File: src/arf_pkg.sv
// constants for the converter result formatter
package arf_pkg;
  localparam int unsigned ADDR_W      = 4;
  localparam int unsigned DATA_W      = 8;
  localparam int unsigned RES_W       = 12;

  // register indices (byte addresses on the plain port)
  localparam logic [3:0] ADDR_CTRL_A  = 4'h0;
  localparam logic [3:0] ADDR_CTRL_B  = 4'h1;
  localparam logic [3:0] ADDR_CTRL_C  = 4'h2;
  localparam logic [3:0] ADDR_RES_HI  = 4'h3;
  localparam logic [3:0] ADDR_RES_LO  = 4'h4;

  // control a fields
  localparam int unsigned BIT_WIDTH_MODE = 7;
  localparam int unsigned BIT_BUSY       = 1;
  localparam int unsigned BIT_ENABLE     = 0;
  // control b fields
  localparam int unsigned BIT_FORMAT     = 7;
  localparam logic [7:0]  CTRL_B_MASK    = 8'hF7;

  localparam logic [7:0]  CTRL_RESET     = 8'h00;
  localparam logic [7:0]  READ_UNMAPPED  = 8'h00;
  localparam logic [2:0]  SM_ZERO_BITS   = 3'h0;

  // channel select fields
  localparam int unsigned POS_CHAN_LSB   = 2;
  localparam int unsigned POS_CHAN_MSB   = 6;
  localparam int unsigned NEG_CHAN_LSB   = 0;
  localparam int unsigned NEG_CHAN_MSB   = 3;

  // result field positions, sign-magnitude and twos complement
  localparam int unsigned SM_HI_MSB      = 11;
  localparam int unsigned SM_HI_LSB      = 4;
  localparam int unsigned SM_LO_MSB      = 3;
  localparam int unsigned SM_LO_LSB      = 0;
  localparam int unsigned TC_HI_MSB      = 11;
  localparam int unsigned TC_HI_LSB      = 8;
  localparam int unsigned TC_LO_MSB      = 7;
  localparam int unsigned TC_LO_LSB      = 0;
  localparam int unsigned SIGN_EXT_W     = 4;
  localparam logic [11:0] TWOS_ONE       = 12'h001;
endpackage : arf_pkg

File: src/arf_result_formatter.sv
// result formatting and control registers of the differential converter
`timescale 1ns/1ps

// Summary of operation
// sign-magnitude: low nibble of magnitude in low[7:4]
// sign-magnitude: low[3:1] written zero
// sign-magnitude: sign in low bit 0
// twos complement: high[7:4] copies of sign
// twos complement: result[11:8] in high[3:0]
// twos complement: result[7:0] in low byte
// result registers read/write, unknown at power-on, kept across reset
// software waits acquisition before starting conversion
// format bit one twos, zero sign-magnitude
// sign-magnitude: result[11:4] in high byte
// hardware clears busy bit on completion
// results load same cycle busy clears
module arf_result_formatter (
  // clock, reset, enable
  input  wire logic                 i_ref_clk,
  input  wire logic                 i_rst,
  input  wire logic                 i_ce,
  // register port
  input  wire logic [3:0]           i_addr,
  input  wire logic [7:0]           i_wdata,
  input  wire logic                 i_wr,
  input  wire logic                 i_rd,
  output logic      [7:0]           o_rdata,
  // converter core
  input  wire logic                 i_conv_done,
  input  wire logic [11:0]          i_conv_mag,
  input  wire logic                 i_conv_sign,
  output logic                      o_conv_start,
  output logic                      o_converter_enable,
  output logic      [4:0]           o_positive_channel_select,
  output logic      [3:0]           o_negative_channel_select,
  output logic                      o_result_width_mode
);

  // control registers and their next values
  logic [7:0]  ctrl_a_q;
  logic [7:0]  ctrl_a_d;
  logic [7:0]  ctrl_b_q;
  logic [7:0]  ctrl_b_d;
  logic [7:0]  ctrl_c_q;
  logic [7:0]  ctrl_c_d;
  // result registers and their next values
  logic [7:0]  res_hi_q;
  logic [7:0]  res_hi_d;
  logic [7:0]  res_lo_q;
  logic [7:0]  res_lo_d;
  // read port and start pulse
  logic [7:0]  rdata_q;
  logic [7:0]  rdata_d;
  logic        start_q;
  logic        start_d;
  // one-hot address decode of the strobes
  logic        wr_ctrl_a;
  logic        wr_ctrl_b;
  logic        wr_ctrl_c;
  logic        wr_res_hi;
  logic        wr_res_lo;
  logic        rd_ctrl_a;
  logic        rd_ctrl_b;
  logic        rd_ctrl_c;
  logic        rd_res_hi;
  logic        rd_res_lo;
  logic        rd_unmapped;
  // formatted result in both encodings
  logic [7:0]  sm_hi;
  logic [7:0]  sm_lo;
  logic [7:0]  tc_hi;
  logic [7:0]  tc_lo;
  logic [11:0] twos;
  logic [7:0]  fmt_hi;
  logic [7:0]  fmt_lo;
  logic        result_format_select;
  logic        busy;
  logic        conv_finish;
  logic        start_req;

  assign result_format_select = ctrl_b_q[arf_pkg::BIT_FORMAT];
  assign busy                 = ctrl_a_q[arf_pkg::BIT_BUSY];
  // a done pulse counts only while a conversion is in progress
  assign conv_finish          = i_conv_done & busy;

  // write decode; unmapped addresses select nothing
  always_comb
  begin
    wr_ctrl_a = 1'b0;
    wr_ctrl_b = 1'b0;
    wr_ctrl_c = 1'b0;
    wr_res_hi = 1'b0;
    wr_res_lo = 1'b0;
    if (i_wr)
    begin
      unique case (i_addr)
        arf_pkg::ADDR_CTRL_A: wr_ctrl_a = 1'b1;
        arf_pkg::ADDR_CTRL_B: wr_ctrl_b = 1'b1;
        arf_pkg::ADDR_CTRL_C: wr_ctrl_c = 1'b1;
        arf_pkg::ADDR_RES_HI: wr_res_hi = 1'b1;
        arf_pkg::ADDR_RES_LO: wr_res_lo = 1'b1;
        default: ;
      endcase
    end
  end

  // read decode; an unmapped read returns a fixed value
  always_comb
  begin
    rd_ctrl_a   = 1'b0;
    rd_ctrl_b   = 1'b0;
    rd_ctrl_c   = 1'b0;
    rd_res_hi   = 1'b0;
    rd_res_lo   = 1'b0;
    rd_unmapped = 1'b0;
    if (i_rd)
    begin
      unique case (i_addr)
        arf_pkg::ADDR_CTRL_A: rd_ctrl_a = 1'b1;
        arf_pkg::ADDR_CTRL_B: rd_ctrl_b = 1'b1;
        arf_pkg::ADDR_CTRL_C: rd_ctrl_c = 1'b1;
        arf_pkg::ADDR_RES_HI: rd_res_hi = 1'b1;
        arf_pkg::ADDR_RES_LO: rd_res_lo = 1'b1;
        default:              rd_unmapped = 1'b1;
      endcase
    end
  end

  // sign-magnitude packing: magnitude left-justified, sign in the last bit
  always_comb
  begin
    sm_hi = i_conv_mag[arf_pkg::SM_HI_MSB:arf_pkg::SM_HI_LSB];
    sm_lo = {i_conv_mag[arf_pkg::SM_LO_MSB:arf_pkg::SM_LO_LSB],
             arf_pkg::SM_ZERO_BITS,
             i_conv_sign};
  end

  // the core hands over magnitude and sign; twos form is derived here
  always_comb
  begin
    twos = i_conv_mag;
    if (i_conv_sign)
    begin
      twos = 12'(~i_conv_mag + arf_pkg::TWOS_ONE);
    end
    tc_hi = {{arf_pkg::SIGN_EXT_W{i_conv_sign}},
             twos[arf_pkg::TC_HI_MSB:arf_pkg::TC_HI_LSB]};
    tc_lo = twos[arf_pkg::TC_LO_MSB:arf_pkg::TC_LO_LSB];
  end

  // format select picks the encoding used at completion
  always_comb
  begin
    if (result_format_select)
    begin
      fmt_hi = tc_hi;
      fmt_lo = tc_lo;
    end
    else
    begin
      fmt_hi = sm_hi;
      fmt_lo = sm_lo;
    end
  end

  // control a: software write, busy cleared by hardware on completion
  always_comb
  begin
    ctrl_a_d = ctrl_a_q;
    if (wr_ctrl_a)
    begin
      ctrl_a_d = i_wdata;
    end
    // completion wins over a software write in the same cycle
    if (conv_finish)
    begin
      ctrl_a_d[arf_pkg::BIT_BUSY] = 1'b0;
    end
  end

  always_ff @(posedge i_ref_clk or posedge i_rst)
  begin
    if (i_rst)
    begin
      ctrl_a_q <= arf_pkg::CTRL_RESET;
    end
    else if (i_ce)
    begin
      ctrl_a_q <= ctrl_a_d;
    end
  end

  // control b: the unimplemented bit always reads zero
  always_comb
  begin
    ctrl_b_d = ctrl_b_q;
    if (wr_ctrl_b)
    begin
      ctrl_b_d = i_wdata & arf_pkg::CTRL_B_MASK;
    end
  end

  always_ff @(posedge i_ref_clk or posedge i_rst)
  begin
    if (i_rst)
    begin
      ctrl_b_q <= arf_pkg::CTRL_RESET;
    end
    else if (i_ce)
    begin
      ctrl_b_q <= ctrl_b_d;
    end
  end

  // control c: plain storage
  always_comb
  begin
    ctrl_c_d = ctrl_c_q;
    if (wr_ctrl_c)
    begin
      ctrl_c_d = i_wdata;
    end
  end

  always_ff @(posedge i_ref_clk or posedge i_rst)
  begin
    if (i_rst)
    begin
      ctrl_c_q <= arf_pkg::CTRL_RESET;
    end
    else if (i_ce)
    begin
      ctrl_c_q <= ctrl_c_d;
    end
  end

  // a start needs the converter on and idle; a start while busy is dropped
  always_comb
  begin
    start_req = i_wdata[arf_pkg::BIT_BUSY] & i_wdata[arf_pkg::BIT_ENABLE];
    start_d   = wr_ctrl_a & start_req & ~busy;
  end

  always_ff @(posedge i_ref_clk or posedge i_rst)
  begin
    if (i_rst)
    begin
      start_q <= 1'b0;
    end
    else if (i_ce)
    begin
      start_q <= start_d;
    end
  end

  // results: completion load wins over a software write in the same cycle
  always_comb
  begin
    res_hi_d = res_hi_q;
    res_lo_d = res_lo_q;
    if (wr_res_hi)
    begin
      res_hi_d = i_wdata;
    end
    if (wr_res_lo)
    begin
      res_lo_d = i_wdata;
    end
    if (conv_finish)
    begin
      // same cycle as the busy clear, so polling never sees stale data
      res_hi_d = fmt_hi;
      res_lo_d = fmt_lo;
    end
  end

  // no reset: unknown at power-on and kept across every reset
  always_ff @(posedge i_ref_clk)
  begin
    if (i_ce)
    begin
      res_hi_q <= res_hi_d;
      res_lo_q <= res_lo_d;
    end
  end

  // read data stand in the cycle after the strobe and hold until the next read
  always_comb
  begin
    rdata_d = rdata_q;
    if (rd_ctrl_a)
    begin
      rdata_d = ctrl_a_q;
    end
    else if (rd_ctrl_b)
    begin
      rdata_d = ctrl_b_q;
    end
    else if (rd_ctrl_c)
    begin
      rdata_d = ctrl_c_q;
    end
    else if (rd_res_hi)
    begin
      rdata_d = res_hi_q;
    end
    else if (rd_res_lo)
    begin
      rdata_d = res_lo_q;
    end
    else if (rd_unmapped)
    begin
      rdata_d = arf_pkg::READ_UNMAPPED;
    end
  end

  always_ff @(posedge i_ref_clk or posedge i_rst)
  begin
    if (i_rst)
    begin
      rdata_q <= arf_pkg::CTRL_RESET;
    end
    else if (i_ce)
    begin
      rdata_q <= rdata_d;
    end
  end

  // converter core controls come straight from the control flops
  assign o_rdata                   = rdata_q;
  assign o_conv_start              = start_q;
  assign o_converter_enable        = ctrl_a_q[arf_pkg::BIT_ENABLE];
  assign o_positive_channel_select = ctrl_a_q[arf_pkg::POS_CHAN_MSB:arf_pkg::POS_CHAN_LSB];
  assign o_negative_channel_select = ctrl_c_q[arf_pkg::NEG_CHAN_MSB:arf_pkg::NEG_CHAN_LSB];
  assign o_result_width_mode       = ctrl_a_q[arf_pkg::BIT_WIDTH_MODE];

endmodule : arf_result_formatter

File: config.mk
export PLATFORM = sky130hd
export DESIGN_NAME = arf_result_formatter
export DESIGN_NICKNAME = d
export VERILOG_FILES = /design/src/arf_pkg.sv /design/src/arf_result_formatter.sv
export SDC_FILE = /design/constraint.sdc
export NUM_CORES = 1
export LEC_CHECK = 0
export BUFFER_PORTS_ARGS = -buffer_cell sky130_fd_sc_hd__buf_2
export CAP_MARGIN = 10
export CORE_MARGIN = 2
export CORE_UTILIZATION = 30
export DETAILED_ROUTE_END_ITERATION = 8
export GPL_ROUTABILITY_DRIVEN = 1
export PLACE_DENSITY = 0.54
export SETUP_SLACK_MARGIN = 0.3
export SYNTH_ARGS = -nofsm -noshare
export SYNTH_HDL_FRONTEND = slang
export SYNTH_SLANG_ARGS = --single-unit
export TNS_END_PERCENT = 1
File: constraint.sdc
create_clock -name i_ref_clk -period 1.6 [get_ports i_ref_clk]
set_input_delay 0.24 -clock i_ref_clk [delete_from_list [all_inputs] [get_ports i_ref_clk]]
set_output_delay 0.24 -clock i_ref_clk [all_outputs]
set_load 0.01 [all_outputs]
==> results of run 1 <==
-- cells by family (layout without fill, tap and decap cells) --
logic type / Yosys count / after routing / share of synthesized area
adders and majority gates: 1 / 1 / 0.00450
muxes: 32 / 32 / 0.126
buffers and inverters: 38 / 103 / 0.0662
xor gates and xnor gates: 5 / 5 / 0.0158
DFF: 48 / 48 / 0.461
and+or+nand+nor: 58 / 58 / 0.131
AOI/OAI and AO/OA: 79 / 79 / 0.197
-- final cells by class --
cell class,count,area share
Clock inverter,2,0.00392
Clock buffer,6,0.0235
Timing Repair Buffer,87,0.166
Inverter,8,0.00927
Multi-Input combinational cell,175,0.393
Sequential cell,48,0.365
Tap cell,111,0.0396
-- layer usage --
layer  share of wire  track usage  up-vias
li1                -            -     1105
met1            0.47        0.211     1151
met2            0.50        0.261       47
met3           0.026       0.0251        4
met4          0.0043       0.0285        0
met5               0            0        -
-- critical path: cells and delay by family --
kind	cells	cell delay, ns
AOI/OAI and AO/OA	2	0.39
muxes	1	0.38
and+or+nand+nor	1	0.57
buffers and inverters	1	0.10
-- worst paths after layout --
kind,from,to,slack (ns)
max,i_conv_mag[0],res_hi_q[3]$_DFFE_PP_,0.05
max in group asynchronous,i_rst,ctrl_c_q[0]$_DFFE_PP0P_,1.29
min in group i_ref_clk,i_wdata[7],ctrl_a_q[7]$_DFFE_PP0P_,0.22
min reg2reg,ctrl_b_q[6]$_DFFE_PP0P_,ctrl_b_q[6]$_DFFE_PP0P_,0.51
max reg2reg,ctrl_a_q[1]$_DFFE_PP0P_,res_hi_q[3]$_DFFE_PP_,0.17
min,i_rst,ctrl_b_q[2]$_DFFE_PP0P_,0.02
-- stage by stage --
stage / total power, mW / instances / setup TNS [ns]
after detailed placement: 2.34 / 428 / -1.69
after floorplan: 2.04 / 261 / -0.346
final: 3.10 / 437 / 0
after global placement: 2.32 / 428 / -1.41
after CTS: 3.12 / 437 / 0
after global routing: 3.29 / 437 / 0
-- state kept, by name, indices dropped and copies added, names as in the netlist --
| register | flops |
|---|---|
| ctrl_a_q | 8 |
| o_conv_start | 1 |
| res_hi_q | 8 |
| ctrl_b_q | 7 |
| res_lo_q | 8 |
| o_rdata | 8 |
| ctrl_c_q | 8 |
-- what timing repair did --
| action | in CTS | in global routing |
|---|---|---|
| resized for setup | 11 | 5 |
| pin swaps | 2 | 3 |
| setup endpoints to repair | 19 | 44 |
| buffers inserted | 1 | 0 |
-- where the power goes --
part           switching (mW)  internal [mW]
logic                   0.410          0.375
clock network           0.420          0.354
registers               0.102           1.44
-- Yosys cell counts, drive strengths merged, types with 2 or more instances --
| cell type | number | share of area |
|---|---|---|
| xor2 | 2 | 0.0063 |
| mux2i | 9 | 0.032 |
| a21oi | 19 | 0.034 |
| o31ai | 5 | 0.014 |
| edfxtp | 16 | 0.17 |
| or2 | 2 | 0.0045 |
| nand2b | 2 | 0.0045 |
| mux2 | 23 | 0.093 |
| o41ai | 4 | 0.023 |
| a22o | 8 | 0.025 |
| nor2b | 2 | 0.0045 |
| o21ai | 25 | 0.045 |
| and4b | 2 | 0.0072 |
| nand3b | 5 | 0.014 |
| xnor2 | 3 | 0.0095 |
| and2 | 2 | 0.0045 |
| a21boi | 3 | 0.0081 |
| clkbuf | 17 | 0.023 |
| or4 | 3 | 0.0094 |
| o311ai | 2 | 0.0063 |
| nand2 | 10 | 0.014 |
| nor2 | 5 | 0.0068 |
| nor3 | 3 | 0.0054 |
| inv | 8 | 0.011 |
| nor3b | 3 | 0.012 |
| a221oi | 6 | 0.019 |
| buf | 13 | 0.032 |
| dfrtp | 32 | 0.29 |
| nand3 | 13 | 0.023 |
==> flow_summary.toml, run 1 <==
[outcome]
status = "completed"

[finish]
final_area_mm2 = 0.00351
antenna_cells = 0
syn_to_final_growth_pct = 26.2
utilization = 0.385
nets = 357
seqCellArea_mm2 = 0.00128
layout_commonest_cell = "buf_2"
fill_cells = 937
mostFrequentLayoutCells = "buf_2 (48), buf_4 (34), dfrtp_1 (32)"
drive_gt1_frac = 0.429
multiInputGateArea_mm2 = 0.00138

[detailed_routing]
num_vias = 2307
vias_per_cell = 5.28
drtAntennaViolNets = 0
wl_per_cell_um = 17.2
routed_wl_um = 7510
drc_errors = 0
drt_iter0_markers = 121
drtPass1Iterations = 4

[clock_network]
cts_max_level = 2
cts_buffer_depth = 2
ctsHoldBuffers = 0
cts_buffers = 5
clock_latency_ns = 0.30
cts-root-buf = "clkbuf_8"
cts_tree = "yes"
clock_sinks = 48
cts.clk_slew.worst_paths_ns = 0.10

[worst_hold_path]
hold_class = "input port to async pin"

[yosys]
synth-seq-cells = 48
syn-cell-area_mm2 = 0.00278
ys_types = 47
synth-edff-count = 16
synthesis.nets = 293
synth_area_per_cell_um2 = 10.7
netlist_instances = 261
ys_async_sr_fraction = 0.667
ys.flop_type = "dfrtp_1"
ys_seq_area_frac = 0.461
synth_warnings = 0

[sta]
finalCriticalPeriod_ns = 1.55
rsz0062_at_grt = "true"
slew_headroom = 0.716
clock_skew_ns = 0.00875
setup_viol = 0
finalMaxSlewViolations = 0
fmax_mhz = 646
worst_pin_slew_ns = 0.426
hold_violations = 0
hold_ws_ns = 0.0157
final.setup.worst_slack_ns = 0.0523
period_share = 0.967

[critical_path]
crit_required_ns = 1.73
critical_path_class = "input port to flop"
r2r_cells = 4
critPathMaxStageDelay_ns = 0.57
critPathSlowestCell = "or4_4"
cp-end-kind = "flop"
cp_cell_sequence = "buf_6, or4_4, o41ai_2, mux2_2, o311ai_2"
cp_max_fo = 4
start_kind = "input port"
worst-endpoint-arrival_ns = 1.67

[global_route]
grt_max_degree = 33
antenna_found_initial = 0
grtUsageTotal = 0.154
overflow = 0
grt_pass1_vias = 2343
grt_pass1_wl_um = 12200

[job]
maxCapViolCount = 0

[floorplanning]
start_util = 0.305
row_count = 35
die_x_um = 100
core-area_mm2 = 0.00911
dieArea_mm2 = 0.0101
die_h_um = 100
io_pins = 51

[place]
io_buffers = 50
placed_area_mm2 = 0.00333
place_ws_ns = -0.273
routabilityCongestion = 0.810
dp_hpwl_um = 5770

[power]
p_per_area_mw_per_mm2 = 884
p_leak_nw = 1.48
ir_drop_mv = 0.357
No activity file was read; power rests on OpenSTA's default activity.
==> inputs of run 2 (changes only) <==
PLACE_DENSITY = 0.52   (was 0.54)
clock period = 1.7 ns   (was 1.6 ns; I/O delays follow)
==> flow_summary.toml, run 2 (synthesized netlist as in run 1, its figures left out) <==
[critical_path]
critPathMaxStageDelay_ns = 0.41
cpLargestDelayFamily = "simple AND/OR/NAND/NOR gates"
critical_path_class = "input port to flop"
cp_cell_sequence = "buf_8, clkinv_4, ha_4, or3b_4, o41ai_2, mux2_2, o311ai_2"
cp-end-kind = "flop"
cp_max_fo = 5
r2r_slack_ns = 0.32
crit_required_ns = 1.83
worst-endpoint-arrival_ns = 1.67
start_kind = "input port"
worstPathBufferInverterCount = 2
critPathSlowestCell = "or3b_4"

[clock_network]
ctsHoldBuffers = 0
cts.clk_slew.worst_paths_ns = 0.09
cts-root-buf = "clkbuf_8"
cts_max_level = 2
cts_buffers = 5
clock_latency_ns = 0.30
cts_buffer_depth = 2
clock_sinks = 48
cts_tree = "yes"

[power]
p_leak_nw = 1.45
ir_drop_mv = 0.373
p_per_area_mw_per_mm2 = 841
total_power_mw = 2.89

[sta]
rsz0062_at_grt = "true"
worst_pin_slew_ns = 0.420
fmax_mhz = 646
hold_violations = 0
period_share = 0.911
slew_headroom = 0.720
setup_viol = 0
finalCriticalPeriod_ns = 1.55
fin_tns_setup_ns = 0
final.setup.worst_slack_ns = 0.151
clock_skew_ns = 0.00705
finalMaxSlewViolations = 0

[floorplanning]
core-area_mm2 = 0.00911
die_h_um = 100
start_util = 0.305
io_pins = 51
row_count = 35
dieArea_mm2 = 0.0101
die_x_um = 100

[place]
routabilityCongestion = 0.772
dp_hpwl_um = 5730
place_ws_ns = -0.161
post-place-cells = 426
placed_area_mm2 = 0.00329
io_buffers = 50

[detailed_routing]
num_vias = 2276
drtPass1Iterations = 4
drtAntennaViolNets = 0
routed_wl_um = 7600
wl_per_cell_um = 17.5
drc_errors = 0
vias_per_cell = 5.24
drt_iter0_markers = 170

[job]
maxCapViolCount = 0

[global_route]
grt_pass1_wl_um = 12400
grtUsageTotal = 0.158
overflow = 0
grt_pass1_vias = 2327
antenna_found_initial = 0
grt_max_degree = 33

[worst_hold_path]
hold_class = "input port to async pin"

[finish]
nets = 355
drive_gt1_frac = 0.415
final_area_mm2 = 0.00344
fill_cells = 925
antenna_cells = 0
fin_cells = 434
layout_commonest_cell = "buf_2"
mostFrequentLayoutCells = "buf_2 (48), buf_4 (34), dfrtp_1 (32)"
syn_to_final_growth_pct = 23.8

[outcome]
status = "completed"
-- run 2: report_power, final --
part	switching (mW)	internal [mW]	leakage [nW]
logic	0.381	0.328	0.847
registers	0.0880	1.36	0.549
clock network	0.377	0.363	0.0503
-- run 2: final timing paths --
path	from	to	depth (start not counted)
min reg2reg	o_rdata[7]$_DFFE_PP0P_	o_rdata[7]$_DFFE_PP0P_	1
max	i_conv_mag[1]	res_hi_q[2]$_DFFE_PP_	7
min in group i_ref_clk	i_wdata[3]	ctrl_a_q[3]$_DFFE_PP0P_	2
max in group asynchronous	i_rst	ctrl_c_q[0]$_DFFE_PP0P_	3
max reg2reg	ctrl_a_q[1]$_DFFE_PP0P_	res_lo_q[3]$_DFFE_PP_	4
min	i_rst	ctrl_a_q[6]$_DFFE_PP0P_	3
-- run 2: cell type report --
cell class | count | area, µm² | share of cell area
Multi-Input combinational cell | 175 | 1350 | 0.391
Sequential cell | 48 | 1280 | 0.372
Timing Repair Buffer | 85 | 542 | 0.157
Tap cell | 111 | 139 | 0.0403
Clock buffer | 7 | 96.3 | 0.0280
Inverter | 8 | 37.5 | 0.0109
-- run 2: tightest hold or removal path: stages --
cell	delay, ns
buf_2	0.09
inv_1	0.04
buf_4	0.37
-- run 2: per-stage QoR --
step                      hold WS (ns)  utilization
after floorplan                  0.371            -
after global placement           0.364        0.362
after detailed placement         0.368        0.362
after CTS                       0.0320        0.372
after global routing            0.0505        0.378
final                           0.0229        0.378
-- run 2: what timing repair did --
action	4_1_cts	5_1_grt
gates resized for setup	0	15
pin swaps	0	3
buffers inserted	0	1
setup endpoints to repair	13	31
-- run 2: metal layers --
| metal | track usage | wire length (µm) |
|---|---|---|
| met4 | 0.0464 | 132 |
| met3 | 0.0265 | 309 |
| met5 | 0 | 0 |
| met1 | 0.208 | 3440 |
| met2 | 0.268 | 3720 |
==> inputs of run 3 (changes only) <==
CTS_BUF_LIST = sky130_fd_sc_hd__clkbuf_8   (was not set)
clock period = 1.76 ns   (was 1.7 ns; I/O delays follow)
==> flow_summary.toml, run 3 (synthesized netlist as in run 1, its figures left out) <==
[clock_network]
ctsHoldBuffers = 0
cts_buffers = 5
cts_buffer_depth = 2
postCtsSetupBuffers = 0
clock_latency_ns = 0.30
cts-root-buf = "clkbuf_8"
clock_sinks = 48
cts.clk_slew.worst_paths_ns = 0.09
cts_tree = "yes"
cts_max_level = 2

[critical_path]
critical_path_class = "input port to flop"
cp_cell_sequence = "buf_2, or4_4, o41ai_4, mux2_4, o311ai_2"
critPathSlowestCell = "or4_4"
cpLargestDelayFamily = "simple AND/OR/NAND/NOR gates"
crit_required_ns = 1.89
worstPathBufferInverterCount = 1
start_kind = "input port"
cp-end-kind = "flop"
cp_max_fo = 2
critPathMaxStageDelay_ns = 0.55
worst-endpoint-arrival_ns = 1.67

[global_route]
grt_pass1_vias = 2255
grt_pass1_wl_um = 12100
overflow = 0
grtUsageTotal = 0.155
grt_max_degree = 33
antenna_found_initial = 0

[finish]
nets = 353
drive_gt1_frac = 0.414
final_area_mm2 = 0.00346
fin_cells = 432
antenna_cells = 0
syn_to_final_growth_pct = 24.4
utilization = 0.380
mostFrequentLayoutCells = "buf_2 (47), dfrtp_1 (32), buf_4 (31)"
layout_commonest_cell = "buf_2"

[power]
p_leak_nw = 1.47
p_per_area_mw_per_mm2 = 791
total_power_mw = 2.74
ir_drop_mv = 0.338

[worst_hold_path]
hold_class = "input port to async pin"

[detailed_routing]
routed_wl_um = 7520
drtAntennaViolNets = 0
drtPass1Iterations = 4
vias_per_cell = 5.22
drc_errors = 0
num_vias = 2254
wl_per_cell_um = 17.4
drt_iter0_markers = 117

[floorplanning]
dieArea_mm2 = 0.0101
die_h_um = 100
row_count = 35
core-area_mm2 = 0.00911
io_pins = 51
start_util = 0.305
die_x_um = 100

[sta]
finalMaxSlewViolations = 0
clock_skew_ns = 0.00772
rsz0062_at_grt = "true"
fmax_mhz = 649
fin_tns_setup_ns = 0
slew_headroom = 0.723
worst_pin_slew_ns = 0.416
setup_viol = 0
hold_violations = 0
period_share = 0.875
finalCriticalPeriod_ns = 1.54

[place]
placed_area_mm2 = 0.00330
io_buffers = 50
dp_hpwl_um = 5730
post-place-cells = 425
routabilityCongestion = 0.778

[outcome]
status = "completed"

[job]
maxCapViolCount = 0
## run 3: cell count changes in the layout (fill, tap and decap cells not counted), sizes merged
| cell | delta |
|---|---|
| inv | +2 |
| buf | -2 |
| clkbuf | -2 |
## run 3: path summary, 6_finish.rpt
check | start | to | slack (ns) | cells past startpoint
min in group i_ref_clk | i_wdata[7] | ctrl_a_q[7]$_DFFE_PP0P_ | 0.24 | 3
min reg2reg | ctrl_c_q[7]$_DFFE_PP0P_ | ctrl_c_q[7]$_DFFE_PP0P_ | 0.51 | 1
max | i_conv_mag[8] | res_hi_q[2]$_DFFE_PP_ | 0.22 | 5
max reg2reg | ctrl_a_q[1]$_DFFE_PP0P_ | res_hi_q[0]$_DFFE_PP_ | 0.37 | 4
min | i_rst | o_rdata[4]$_DFFE_PP0P_ | 0.03 | 3
max in group asynchronous | i_rst | ctrl_c_q[2]$_DFFE_PP0P_ | 1.43 | 3
## run 3: tightest hold or removal path, cell delays in order
cell and delay [ns]:
buf_2 0.09, inv_1 0.04, buf_4 0.36
## run 3: layer usage
layer / GRT usage / vias up / wire length, µm
met5: 0 / - / 0
met4: 0.0411 / 0 / 111
met3: 0.0223 / 10 / 229
met2: 0.261 / 43 / 3700
met1: 0.211 / 1111 / 3490
li1: - / 1090 / -
## run 3: report_power, final
part	switching, mW	total (mW)	internal (mW)
sequential	0.0872	1.40	1.31
combinational	0.368	0.696	0.328
clock	0.371	0.642	0.271
## run 3: what timing repair did
| action | in CTS | in global routing |
|---|---|---|
| pin swaps | 3 | 4 |
| gates resized for setup | 12 | 6 |
| hold endpoints to repair | 0 | 0 |
| endpoints found under the setup margin | 15 | 30 |
## run 3: metrics by stage
stage	worst slack (ns)	hold WS (ns)
floorplan	0.0778	0.380
global placement	-0.0889	0.372
detailed placement	-0.145	0.381
CTS	0.217	0.0400
global route	0.199	0.0671
finish	0.220	0.0268
## run 3: cell type report
cell class	instances	area, µm²
inverter	8	35.0
multi-input combinational	175	1380
clock buffer	5	68.8
timing repair buffer	83	546
sequential	48	1280
fill	942	5650
tap	111	139
clock inverter	2	11.3
